===== config.mk =====
export PLATFORM = sky130hd
export DESIGN_NAME = pwct_top
export DESIGN_NICKNAME = d
export VERILOG_FILES = /design/src/include/pwct_pkg.sv /design/src/include/pwct_if.sv /design/src/hw/pwct_filter.sv /design/src/hw/pwct_top.sv
export SDC_FILE = /design/constraint.sdc
export NUM_CORES = 1
export LEC_CHECK = 0
export BUFFER_PORTS_ARGS = -buffer_cell sky130_fd_sc_hd__buf_4
export CORE_MARGIN = 10
export CORE_UTILIZATION = 59
export CTS_BUF_LIST = sky130_fd_sc_hd__clkbuf_4 sky130_fd_sc_hd__clkbuf_8
export CTS_CLUSTER_SIZE = 16
export DETAILED_ROUTE_END_ITERATION = 6
export MAX_ROUTING_LAYER = met4
export PLACE_DENSITY = 0.85
export SETUP_SLACK_MARGIN = 0.5
export SYNTH_ARGS = -nofsm -noshare
export SYNTH_HDL_FRONTEND = slang
export SYNTH_SLANG_ARGS = --single-unit

===== constraint.sdc =====
create_clock -name pclk -period 4 [get_ports pclk]
set_input_delay 0 -clock pclk [delete_from_list [all_inputs] [get_ports pclk]]
set_output_delay 0 -clock pclk [all_outputs]
set_load 0.01 [all_outputs]

===== src/include/pwct_pkg.sv =====
// constants shared by the pulse width and capture timer
`default_nettype none
package pwct_pkg;
  localparam int          ADDR_W      = 8;
  localparam int          DATA_W      = 32;
  localparam int          CNT_W       = 8;
  // register byte addresses
  localparam logic [7:0]  ADDR_CTRL_A = 8'h00;
  localparam logic [7:0]  ADDR_CTRL_B = 8'h04;
  localparam logic [7:0]  ADDR_MODE   = 8'h08;
  localparam logic [7:0]  ADDR_DATA   = 8'h0C;
  // lower_timer_control_a fields
  localparam int          CA_MODE_LSB = 0;
  localparam int          CA_CLK_LSB  = 4;
  // lower_timer_control_b fields
  localparam int          CB_RUN      = 7;
  localparam int          CB_CAPT     = 4;
  localparam int          CB_BUF      = 3;
  localparam int          CB_OVF      = 2;
  localparam int          CB_INIT     = 1;
  // composite_mode_control fields
  localparam int          MC_OUT      = 6;
  localparam int          MC_FHI      = 1;
  localparam int          MC_FLO      = 0;
  // operating mode codes
  localparam logic [3:0]  MODE_HI     = 4'h5;
  localparam logic [3:0]  MODE_LO     = 4'h6;
  localparam logic [3:0]  MODE_RR     = 4'h7;
  localparam logic [3:0]  MODE_FF     = 4'h8;
  localparam logic [3:0]  MODE_HC     = 4'h9;
  localparam logic [3:0]  MODE_CAP_R  = 4'hA;
  localparam logic [3:0]  MODE_CAP_F  = 4'hB;
  localparam logic [3:0]  MODE_CAP_B  = 4'hC;
  localparam logic [3:0]  MODE_CLR_R  = 4'hD;
  localparam logic [3:0]  MODE_CLR_F  = 4'hE;
  localparam logic [3:0]  MODE_CLR_B  = 4'hF;
  // count clock select codes
  localparam logic [2:0]  CLK_DIV1    = 3'h0;
  localparam logic [2:0]  CLK_EXT     = 3'h7;
  localparam int          PSC_W       = 6;
  // noise filter: pulses this wide are removed
  localparam int          FILT_DEPTH  = 3;
  localparam logic [CNT_W-1:0] CNT_ZERO = 8'h00;
  localparam logic [CNT_W-1:0] CNT_MAX  = 8'hFF;
  typedef enum logic [1:0] {
    ST_IDLE,
    ST_ARMED,
    ST_RUN,
    ST_HIDONE
  } pwct_state_e;
endpackage : pwct_pkg
`default_nettype wire


===== src/include/pwct_if.sv =====
// carrier between timer core and input noise filter
`default_nettype none
interface pwct_if;
  logic raw;
  logic hi_en;
  logic lo_en;
  logic filt;
  modport core (output raw, output hi_en, output lo_en, input filt);
  modport filt_side (input raw, input hi_en, input lo_en, output filt);
endinterface : pwct_if
`default_nettype wire


===== src/hw/pwct_filter.sv =====
// input noise filter for the external event input
`default_nettype none
module pwct_filter
  import pwct_pkg::*;
(
  input  wire logic   pclk,    // machine clock
  input  wire logic   presetn, // async reset, active low
  pwct_if.filt_side   f        // synced input and filtered level
);
  logic [FILT_DEPTH-1:0] hist;
  logic                  next_filt;
  logic                  all_hi;
  logic                  all_lo;

  always_ff @(posedge pclk or negedge presetn) begin
    if (!presetn) begin
      hist <= '0;
    end else begin
      hist <= {hist[FILT_DEPTH-2:0], f.raw};
    end
  end

  // a level must hold depth+1 samples before it is accepted
  assign all_hi = &{hist, f.raw};
  assign all_lo = ~|{hist, f.raw};

  always_comb begin
    next_filt = f.filt;
    if (!(f.hi_en || f.lo_en)) begin
      next_filt = f.raw;
    end else if (!f.filt) begin
      if (f.hi_en ? all_hi : hist[FILT_DEPTH-1]) begin
        next_filt = 1'b1;
      end
    end else begin
      if (f.lo_en ? all_lo : !hist[FILT_DEPTH-1]) begin
        next_filt = 1'b0;
      end
    end
  end

  always_ff @(posedge pclk or negedge presetn) begin
    if (!presetn) begin
      f.filt <= 1'b0;
    end else begin
      f.filt <= next_filt;
    end
  end
endmodule : pwct_filter
`default_nettype wire


===== src/hw/pwct_top.sv =====
// pulse width measurement and input capture timer, APB slave
// Summary of operation
// start edge clears counter, counting begins
// end edge stores count, sets both flags
// data register read clears buffer-full
// buffer-full blocks data overwrite, result dropped
// mode 1001 keeps high result, drops cycle
// software reads high result before cycle ends
// counter wrap sets overflow flag
// overflow inverts output, start from initial bit
// stopped timer holds output level
// mode field selects start, end, capture edges
// capture stores counter on selected edge
// clear capture stores, flags, zeroes counter
// free-run capture stores, counter keeps running
// capture leaves buffer-full untouched
// filter bits suppress high, low or both
// filter drops three-cycle pulses, four-cycle delay
// mode codes 0101..1111 decode as listed
// external clock code forced to 000
// run enable zero stops, clears count
// event input synchronised before filter, edges
// flags cleared by writing zero only
`default_nettype none
module pwct_top
  import pwct_pkg::*;
(
  input  wire logic              pclk,     // machine clock
  input  wire logic              presetn,  // async reset, active low
  input  wire logic              psel,     // apb select
  input  wire logic              penable,  // apb access phase
  input  wire logic              pwrite,   // apb write
  input  wire logic [ADDR_W-1:0] paddr,    // apb byte address
  input  wire logic [DATA_W-1:0] pwdata,   // apb write data
  output logic      [DATA_W-1:0] prdata,   // apb read data
  output logic                   pready,   // apb ready
  output logic                   pslverr,  // apb error, unmapped
  input  wire logic   external_event_input, // measured pulse pin
  output logic                   timer_out // timer output pin
);
  pwct_if fi ();

  logic [3:0]       mode;
  logic [2:0]       clk_sel;
  logic             run_enable;
  logic             init_level;
  logic             filter_sel_lower_hi;
  logic             filter_sel_lower_lo;
  logic             capture_flag;
  logic             buffer_full_flag;
  logic             overflow_flag;
  logic [CNT_W-1:0] lower_timer_data;
  logic [CNT_W-1:0] cnt;
  logic [PSC_W-1:0] psc;
  logic             lower_output_level;
  logic             sync1;
  logic             sync2;
  logic             filt_prev;
  logic             rise;
  logic             fall;
  logic             tick;
  logic             wr;
  logic             rd_data;
  logic             mapped;
  logic             run_start;
  logic             store;
  logic             clr;
  logic             ovf;
  logic             counting;
  logic [DATA_W-1:0] rd_word;
  logic [PSC_W-1:0]  psc_mask;
  logic [2:0]        w_clk;
  logic [3:0]        w_mode;
  pwct_state_e       state;
  pwct_state_e       next_state;

  // mode decode
  function automatic logic is_meas(input logic [3:0] m);
    is_meas = (m >= MODE_HI) && (m <= MODE_HC);
  endfunction : is_meas

  function automatic logic is_cap(input logic [3:0] m);
    is_cap = (m >= MODE_CAP_R);
  endfunction : is_cap

  function automatic logic start_edge(input logic [3:0] m,
                                      input logic r,
                                      input logic f);
    case (m)
      MODE_LO, MODE_FF: start_edge = f;
      default:          start_edge = r;
    endcase
  endfunction : start_edge

  function automatic logic end_edge(input logic [3:0] m,
                                    input logic r,
                                    input logic f);
    case (m)
      MODE_HI, MODE_FF, MODE_CAP_F, MODE_CLR_F: end_edge = f;
      MODE_CAP_B, MODE_CLR_B:                   end_edge = r || f;
      default:                                  end_edge = r;
    endcase
  endfunction : end_edge

  // apb slave, zero wait states
  assign wr      = psel && penable && pwrite;
  assign rd_data = psel && penable && !pwrite && (paddr == ADDR_DATA);
  assign mapped  = (paddr == ADDR_CTRL_A) || (paddr == ADDR_CTRL_B) ||
                   (paddr == ADDR_MODE) || (paddr == ADDR_DATA);
  assign pready  = 1'b1;
  assign pslverr = psel && penable && !mapped;

  always_comb begin
    rd_word = '0;
    case (paddr)
      ADDR_CTRL_A: begin
        rd_word[CA_CLK_LSB +: 3]  = clk_sel;
        rd_word[CA_MODE_LSB +: 4] = mode;
      end
      ADDR_CTRL_B: begin
        rd_word[CB_RUN]  = run_enable;
        rd_word[CB_CAPT] = capture_flag;
        rd_word[CB_BUF]  = buffer_full_flag;
        rd_word[CB_OVF]  = overflow_flag;
        rd_word[CB_INIT] = init_level;
      end
      ADDR_MODE: begin
        rd_word[MC_OUT] = lower_output_level;
        rd_word[MC_FHI] = filter_sel_lower_hi;
        rd_word[MC_FLO] = filter_sel_lower_lo;
      end
      ADDR_DATA: rd_word[CNT_W-1:0] = lower_timer_data;
      default:   rd_word = '0;
    endcase
  end

  // read data is latched in the setup cycle
  always_ff @(posedge pclk or negedge presetn) begin
    if (!presetn) begin
      prdata <= '0;
    end else if (psel && !penable && !pwrite) begin
      prdata <= rd_word;
    end
  end

  // mode and clock are frozen while running
  assign w_mode = pwdata[CA_MODE_LSB +: 4];
  assign w_clk  = pwdata[CA_CLK_LSB +: 3];

  always_ff @(posedge pclk or negedge presetn) begin
    if (!presetn) begin
      mode    <= '0;
      clk_sel <= '0;
    end else if (wr && paddr == ADDR_CTRL_A && !run_enable) begin
      mode <= w_mode;
      if (w_clk == CLK_EXT && (is_meas(w_mode) || is_cap(w_mode))) begin
        clk_sel <= CLK_DIV1;
      end else begin
        clk_sel <= w_clk;
      end
    end
  end

  assign run_start = wr && paddr == ADDR_CTRL_B && pwdata[CB_RUN] &&
                     !run_enable;

  always_ff @(posedge pclk or negedge presetn) begin
    if (!presetn) begin
      run_enable          <= 1'b0;
      init_level          <= 1'b0;
      filter_sel_lower_hi <= 1'b0;
      filter_sel_lower_lo <= 1'b0;
    end else if (wr && paddr == ADDR_CTRL_B) begin
      run_enable <= pwdata[CB_RUN];
      init_level <= pwdata[CB_INIT];
    end else if (wr && paddr == ADDR_MODE) begin
      filter_sel_lower_hi <= pwdata[MC_FHI];
      filter_sel_lower_lo <= pwdata[MC_FLO];
    end
  end

  // two-stage synchroniser on the pin
  always_ff @(posedge pclk or negedge presetn) begin
    if (!presetn) begin
      sync1 <= 1'b0;
      sync2 <= 1'b0;
    end else begin
      sync1 <= external_event_input;
      sync2 <= sync1;
    end
  end

  assign fi.raw   = sync2;
  assign fi.hi_en = filter_sel_lower_hi;
  assign fi.lo_en = filter_sel_lower_lo;

  pwct_filter u_filter (
    .pclk    (pclk),
    .presetn (presetn),
    .f       (fi.filt_side)
  );

  always_ff @(posedge pclk or negedge presetn) begin
    if (!presetn) begin
      filt_prev <= 1'b0;
    end else begin
      filt_prev <= fi.filt;
    end
  end

  assign rise = fi.filt && !filt_prev;
  assign fall = !fi.filt && filt_prev;

  // prescaler; the external clock code gives no ticks here
  assign psc_mask = PSC_W'((7'h01 << clk_sel) - 7'h01);
  assign tick     = ((psc & psc_mask) == '0) && (clk_sel != CLK_EXT);
  assign counting = (state == ST_RUN) || (state == ST_HIDONE);
  // a stop write leaves one stale RUN cycle; keep it from toggling
  assign ovf      = counting && tick && !clr && run_enable &&
                    (cnt == CNT_MAX);

  // measurement and capture sequencing
  always_comb begin
    next_state = state;
    store      = 1'b0;
    clr        = 1'b0;
    case (state)
      ST_IDLE: begin
        if (run_enable) begin
          next_state = is_cap(mode) ? ST_RUN : ST_ARMED;
        end
      end
      ST_ARMED: begin
        if (start_edge(mode, rise, fall)) begin
          clr        = 1'b1;
          next_state = ST_RUN;
        end
      end
      ST_RUN: begin
        if (is_cap(mode)) begin
          if (end_edge(mode, rise, fall)) begin
            store = 1'b1;
            clr   = (mode >= MODE_CLR_R);
          end
        end else if (mode == MODE_HC) begin
          if (fall) begin
            store      = 1'b1;
            next_state = ST_HIDONE;
          end
        end else if (end_edge(mode, rise, fall)) begin
          store = !buffer_full_flag;
          if (mode == MODE_RR || mode == MODE_FF) begin
            clr = 1'b1;
          end else begin
            next_state = ST_ARMED;
          end
        end
      end
      ST_HIDONE: begin
        if (rise) begin
          // cycle result survives only if the high result was read
          store      = !buffer_full_flag;
          clr        = 1'b1;
          next_state = ST_RUN;
        end
      end
      default: next_state = ST_IDLE;
    endcase
    if (!run_enable) begin
      next_state = ST_IDLE;
      store      = 1'b0;
      clr        = 1'b0;
    end
  end

  always_ff @(posedge pclk or negedge presetn) begin
    if (!presetn) begin
      state <= ST_IDLE;
      cnt   <= CNT_ZERO;
      psc   <= '0;
    end else begin
      state <= next_state;
      if (!run_enable || clr) begin
        cnt <= CNT_ZERO;
        psc <= '0;
      end else begin
        psc <= psc + PSC_W'(1);
        if (counting && tick) begin
          cnt <= cnt + CNT_W'(1);
        end
      end
    end
  end

  // data register and flags; hardware set beats software clear
  always_ff @(posedge pclk or negedge presetn) begin
    if (!presetn) begin
      lower_timer_data <= CNT_ZERO;
    end else if (store) begin
      lower_timer_data <= cnt;
    end
  end

  always_ff @(posedge pclk or negedge presetn) begin
    if (!presetn) begin
      capture_flag  <= 1'b0;
      overflow_flag <= 1'b0;
    end else begin
      if (store) begin
        capture_flag <= 1'b1;
      end else if (wr && paddr == ADDR_CTRL_B && !pwdata[CB_CAPT]) begin
        capture_flag <= 1'b0;
      end
      if (ovf) begin
        overflow_flag <= 1'b1;
      end else if (wr && paddr == ADDR_CTRL_B && !pwdata[CB_OVF]) begin
        overflow_flag <= 1'b0;
      end
    end
  end

  always_ff @(posedge pclk or negedge presetn) begin
    if (!presetn) begin
      buffer_full_flag <= 1'b0;
    end else if (store && is_meas(mode)) begin
      buffer_full_flag <= 1'b1;
    end else if (rd_data) begin
      buffer_full_flag <= 1'b0;
    end
  end

  always_ff @(posedge pclk or negedge presetn) begin
    if (!presetn) begin
      lower_output_level <= 1'b0;
    end else if (run_start) begin
      lower_output_level <= pwdata[CB_INIT];
    end else if (ovf) begin
      lower_output_level <= !lower_output_level;
    end
  end

  assign timer_out = lower_output_level;
endmodule : pwct_top
`default_nettype wire


## After elaboration in Yosys (flattened, before gate mapping)

Cells that the tools add are included.

| word-level totals | value |
|---|---|
| register bits | 54 |
| output and inout port bits | 35 |
| input port bits | 46 |

| operators by class | value |
|---|---|
| mux-type cells | 59 |
| bitwise logic cells | 2 |
| magnitude comparators | 7 |
| equality and inequality tests | 24 |
| add/sub/neg operators | 3 |
| shift operators | 1 |
| reductions and logical operators | 63 |

Operators with widths:

| cell | number |
|---|---|
| 1-bit two-way mux | 36 |
| 1-bit logical AND | 26 |
| 4-bit == test, second input constant | 6 |
| 2-bit two-way mux | 9 |
| 8-bit by 4-bit == test with 1-bit output, second input constant | 2 |
| 8-bit two-way mux | 2 |
| 1-bit logical NOT | 13 |
| 4-bit by 3-bit == test with 1-bit output, second input constant | 3 |
| 4-bit greater-or-equal comparator, second input constant | 3 |
| 3-bit inequality test, second input constant | 4 |
| 2-bit nonzero test | 5 |
| 1-bit logical OR | 9 |
| 1-bit case mux with 3 select lines | 3 |
| 3-bit case mux with 3 select lines | 1 |
| 8-bit by 1-bit adder with 8-bit output, second input constant | 1 |
| 8-bit by 3-bit == test with 1-bit output, second input constant | 1 |
| 8-bit == test, second input constant | 1 |
| 4-bit by 3-bit greater-or-equal comparator with 1-bit output, second input constant | 2 |
| 4-bit less-or-equal comparator, second input constant | 2 |
| 8-bit logical NOT | 1 |
| 4-bit inequality test, second input constant | 2 |
| 1-bit case mux with 2 select lines | 4 |
| 2-bit case mux with 4 select lines | 1 |
| 4-bit OR reduction | 2 |
| 18 further kinds | 20 |

## Depth between registers and ports, before layout

| depth | value |
|---|---|
| depth in word-level cells | 18 |
| depth in mapped cells | 11 |
| depth with buffers taken out | 10 |

## Hierarchy

A second synthesis with hierarchy kept.

| unflattened totals | value |
|---|---|
| cell total of the unflattened synthesis | 324 |
| area total of the unflattened synthesis | 3089.2 um^2 |

By module, submodules not included:

| module | area each (um^2) | times used | cells each |
|---|---|---|---|
| pwct_top | 2951.6 | 1 | 314 |
| pwct_filter | 137.6 | 1 | 10 |

## Worst setup path after synthesis

Ideal clock, no wire load.

| timing path | value |
|---|---|
| path kind | reg2reg |
| from | register clk_sel[0] |
| to | register lower_output_level, in the netlist timer_out |
| data arrival time | 2.372 ns |
| path slack | 1.504 ns |
| setup time | 0.125 ns |
| cell stages (with the launch flop) | 10 |
| cells stage by stage | dfrtp_1 or3_1 ha_1 inv_1 a221o_1 a221oi_2 nand3_1 nor3_2 xor2_1 mux2_2 |

| on the way | value |
|---|---|
| word-level cells in the longest chain between the ends | 10 |
| elaborated cells on any way between the ends | 11 |
| those cells by class | add/sub (1); eq/ne (1); shift (1); bitwise (1); reduce/logical (7) |

Ends and longest elaborated chain:

| item | line | text |
|---|---|---|
| start: declaration | pwct_top.sv:44 | `logic [2:0] clk_sel;` |
| start signal: assignment | pwct_top.sv:159 | `clk_sel <= w_clk;` |
| 1-bit by 3-bit << shifter with 6-bit output | pwct_top.sv:215 | `assign psc_mask = PSC_W'((7'h01 << clk_sel) - 7'h01);` |
| 6-bit by 1-bit subtractor with 6-bit output | pwct_top.sv:215 |  |
| 6-bit bitwise AND | pwct_top.sv:216 | `assign tick = ((psc & psc_mask) == '0) && (clk_sel != CLK_EXT);` |
| 6-bit logical NOT | pwct_top.sv:216 |  |
| 1-bit logical AND (*) | pwct_top.sv:216 |  |
| 1-bit logical AND (*) (4 in a row) | pwct_top.sv:219 | `assign ovf = counting && tick && !clr && run_enable &&` |
| 2-bit nonzero test (no source line) (*) | n/a |  |
| end signal: assignment | pwct_top.sv:336 | `lower_output_level <= pwdata[CB_INIT];` |
| end signal: assignment | pwct_top.sv:338 | `lower_output_level <= !lower_output_level;` |
| end: declaration | pwct_top.sv:55 | `logic lower_output_level;` |

Every way passes the cells marked *; elsewhere a longest branch is shown, timed or not.
A chain may end at the register's enable or synchronous reset.

## Worst setup path in the final report

Ends and elaborated chain as after synthesis.

==> flow_summary.toml <==
[floorplan]
dieArea_sq_mm = 0.00855
die_h_microns = 92.5
initial_utilization = 0.607
die_w_microns = 92.5
ios = 81
rows = 26
coreArea_sq_mm = 0.00511

[routing]
ant_nets = 0
dr.first_iter.drc_count = 121
post_drt_wl_per_cell_microns = 15.6
routed_wl_mm = 6.69
drc = 0
dr.pass1.iters = 4
vias = 2358
vias_per_cell = 5.50

[timing]
slew_headroom = 0.539
setup_viol = 0
rsz0062_at_grt = "false"
worst_pin_slew_ns = 0.691
clock.fmax_ghz = 0.369
hold_viol = 0
finClkSkew_ns = 0.0141
finalMaxSlewViolations = 0
worst_hold_slack_ns = 0.0529
tns_ns = 0
fin_ws_ns = 1.29
period_share = 0.677
min_period_ns = 2.71

[grt]
grt_first_pass_wirelength_mm = 11.5
grt_max_degree = 55
track_usage = 0.165
antenna_found_initial = 0
grt-ovfl-total = 0
first_global_vias = 2364

[clocking]
cts_buffers = 5
numClockSinks = 54
clkLatencyLatePin_ns = 0.31
htreeDepth = 2
cts_resized = 0
root_buffer = "clkbuf_8"
postCtsSetupRepairBufs = 0
ctsLongestPathBuffers = 2
tritoncts = "yes"
clk_pin_slew_ns = 0.09

[pwr]
power.density_mw_per_mm2 = 310
ir_drop_mv = 0.250
p_leak_nw = 1.62

[placed_design]
placed_area_sq_mm = 0.00325
dp_hpwl_mm = 4.83
place.gp.congestion = 0.936
port_buffers = 31
post-place-ws_ns = 1.28

[layout]
layout_common_cells = "dfrtp_1, nand2_1, buf_4, conb_1, nor2_1"
layout_commonest_cell = "dfrtp_1"
drive_gt1_frac = 0.195
multi_input_area_sq_mm = 0.00153
n_fill_cell = 408
final_nets = 409
finalCoreUtilization = 0.688
synthToLayoutAreaGrowth_pct = 13.4
final_area_sq_mm = 0.00351
regArea_sq_mm = 0.00135
diodes = 0

[logic_synthesis]
yosys.area.top_type = "dfrtp_1"
synth_edf_count = 0
syn-cell-area_sq_mm = 0.00310
synth_area_leaders = "dfrtp_1, buf_4, mux2_2"
syn_inst = 325
ys_types = 57
synth-seq-area-share = 0.436
ys_ff_latch = 54
ys.flop_type = "dfrtp_1"
synth_top_area_share = 0.436
async_flop_share = 1.00
ys_warn_count = 0
avgSynthCellArea_sq_um = 9.54

[critical_path]
critPathTopFamily = "simple AND/OR/NAND/NOR gates"
arrival_ns = 2.91
cp-end-kind = "flip-flop"
worst-path-buf-inv = 1
path_cells = "or3_1 > ha_1 > inv_1 > a221o_1 > a221oi_2 > nand3_1 > nor3_2 > xor2_1 > mux2_2"
cp_num_cells = 9
slowest_delay_ns = 0.47
slowest_stage = "dfrtp_1"
worstSetupPathType = "reg -> reg"
start_kind = "flip-flop"
r2r_cells = 9
crit_fanout = 8
required_ns = 4.20

[min_path]
hold_path_class = "in -> reg"
whs_path_depth = 3

[run]
drv_cap = 0

[outcome]
status = "completed"
[what timing repair did]
action | CTS | global route
hold buffers | 12 | 0
endpoints found under the hold margin | 71 | 0
endpoints found under the setup margin | 0 | 0
[path summary, 6_finish.rpt]
path / start / end / slack, ns
max reg2reg: clk_sel[0]$_DFFE_PN0P_ / timer_out$_DFFE_PN0P_ / 1.29
min: pwrite / buffer_full_flag$_DFFE_PN0P_ / 0.05
min in group asynchronous: presetn / u_filter.hist[2]$_DFF_PN0_ / 0.27
max in group asynchronous: presetn / cnt[5]$_DFFE_PN0P_ / 3.27
max: clk_sel[0]$_DFFE_PN0P_ / timer_out$_DFFE_PN0P_ / 1.29
min reg2reg: sync1$_DFF_PN0_ / fi.raw$_DFF_PN0_ / 0.36
[power by group]
group	total (mW)	switching (mW)	internal [mW]	leakage, nW
registers	0.559	0.00786	0.551	0.738
clock network	0.443	0.176	0.267	0.0714
logic	0.0875	0.0515	0.0360	0.814
total	1.09	0.236	0.854	1.62
[cell type report]
cell class | count | share of cell area
multi-input cells | 242 | 0.436
flip-flops and latches | 54 | 0.384
repair buffers | 44 | 0.103
well taps | 70 | 0.0249
clock buffers | 6 | 0.0235
clock inverters | 2 | 0.0171
inverters | 11 | 0.0117
[flip-flops by register name, indices dropped and copies added (netlist names)]
name	count
capture_flag	1
cnt	8
state	2
fi.lo_en	1
overflow_flag	1
psc	6
init_level	1
run_enable	1
u_filter.hist	3
fi.hi_en	1
fi.raw	1
mode	4
sync1	1
prdata	8
buffer_full_flag	1
lower_timer_data	8
filt_prev	1
u_filter.f.filt	1
clk_sel	3
timer_out	1
[per-stage QoR]
step | power, mW | std cells
after CTS | 1.09 | 429
after global routing | 1.14 | 429
after floorplan | 0.626 | 348
after global placement | 0.645 | 409
final | 1.09 | 429
after detailed placement | 0.647 | 409
[kinds of logic (layout without fill, tap and decap cells)]
logic type | after synthesis | count (layout) | synth area share
simple gates | 121 | 121 | 0.199
compound gates | 54 | 54 | 0.114
flops | 54 | 54 | 0.436
buf+inv | 52 | 63 | 0.0981
mux | 24 | 24 | 0.0936
xor+xnor | 13 | 13 | 0.0367
fa+ha+maj | 5 | 5 | 0.0202
other cells | 2 | 25 | 0.00242
[cells in the mapped netlist (2+ instances only)]
cell / count
xnor2_1: 7
a21oi_1: 6
or3b_2: 3
nor3_1: 4
nor2_1: 23
nand4_1: 4
nand3_1: 15
ha_1: 5
nor2b_1: 3
mux2_2: 14
or4_1: 2
o31ai_1: 2
a211oi_1: 2
a31oi_1: 6
clkbuf_1: 8
nand2_1: 42
or3_1: 4
buf_2: 5
o21ai_0: 22
conb_1: 2
nand3b_1: 2
mux2_4: 4
a21boi_0: 2
mux2i_1: 5
inv_1: 11
dfrtp_1: 54
buf_4: 25
a22oi_1: 2
nor3b_1: 3
nand2b_1: 6
xor2_1: 6
[routing by layer]
metal	wire, microns	vias up	global-route usage
met5	0	-	-
met4	32	0	0.0270
met3	442	6	0.0484
met2	3380	65	0.274
met1	2830	1135	0.199
li1	-	1152	-
[worst min-delay path: cells and delay by family]
kind            cells  cell delay, ns
compound gates      1            0.12
buf+inv             1            0.09
simple gates        1            0.11
Note: power is estimated with default switching activity, not from simulation.
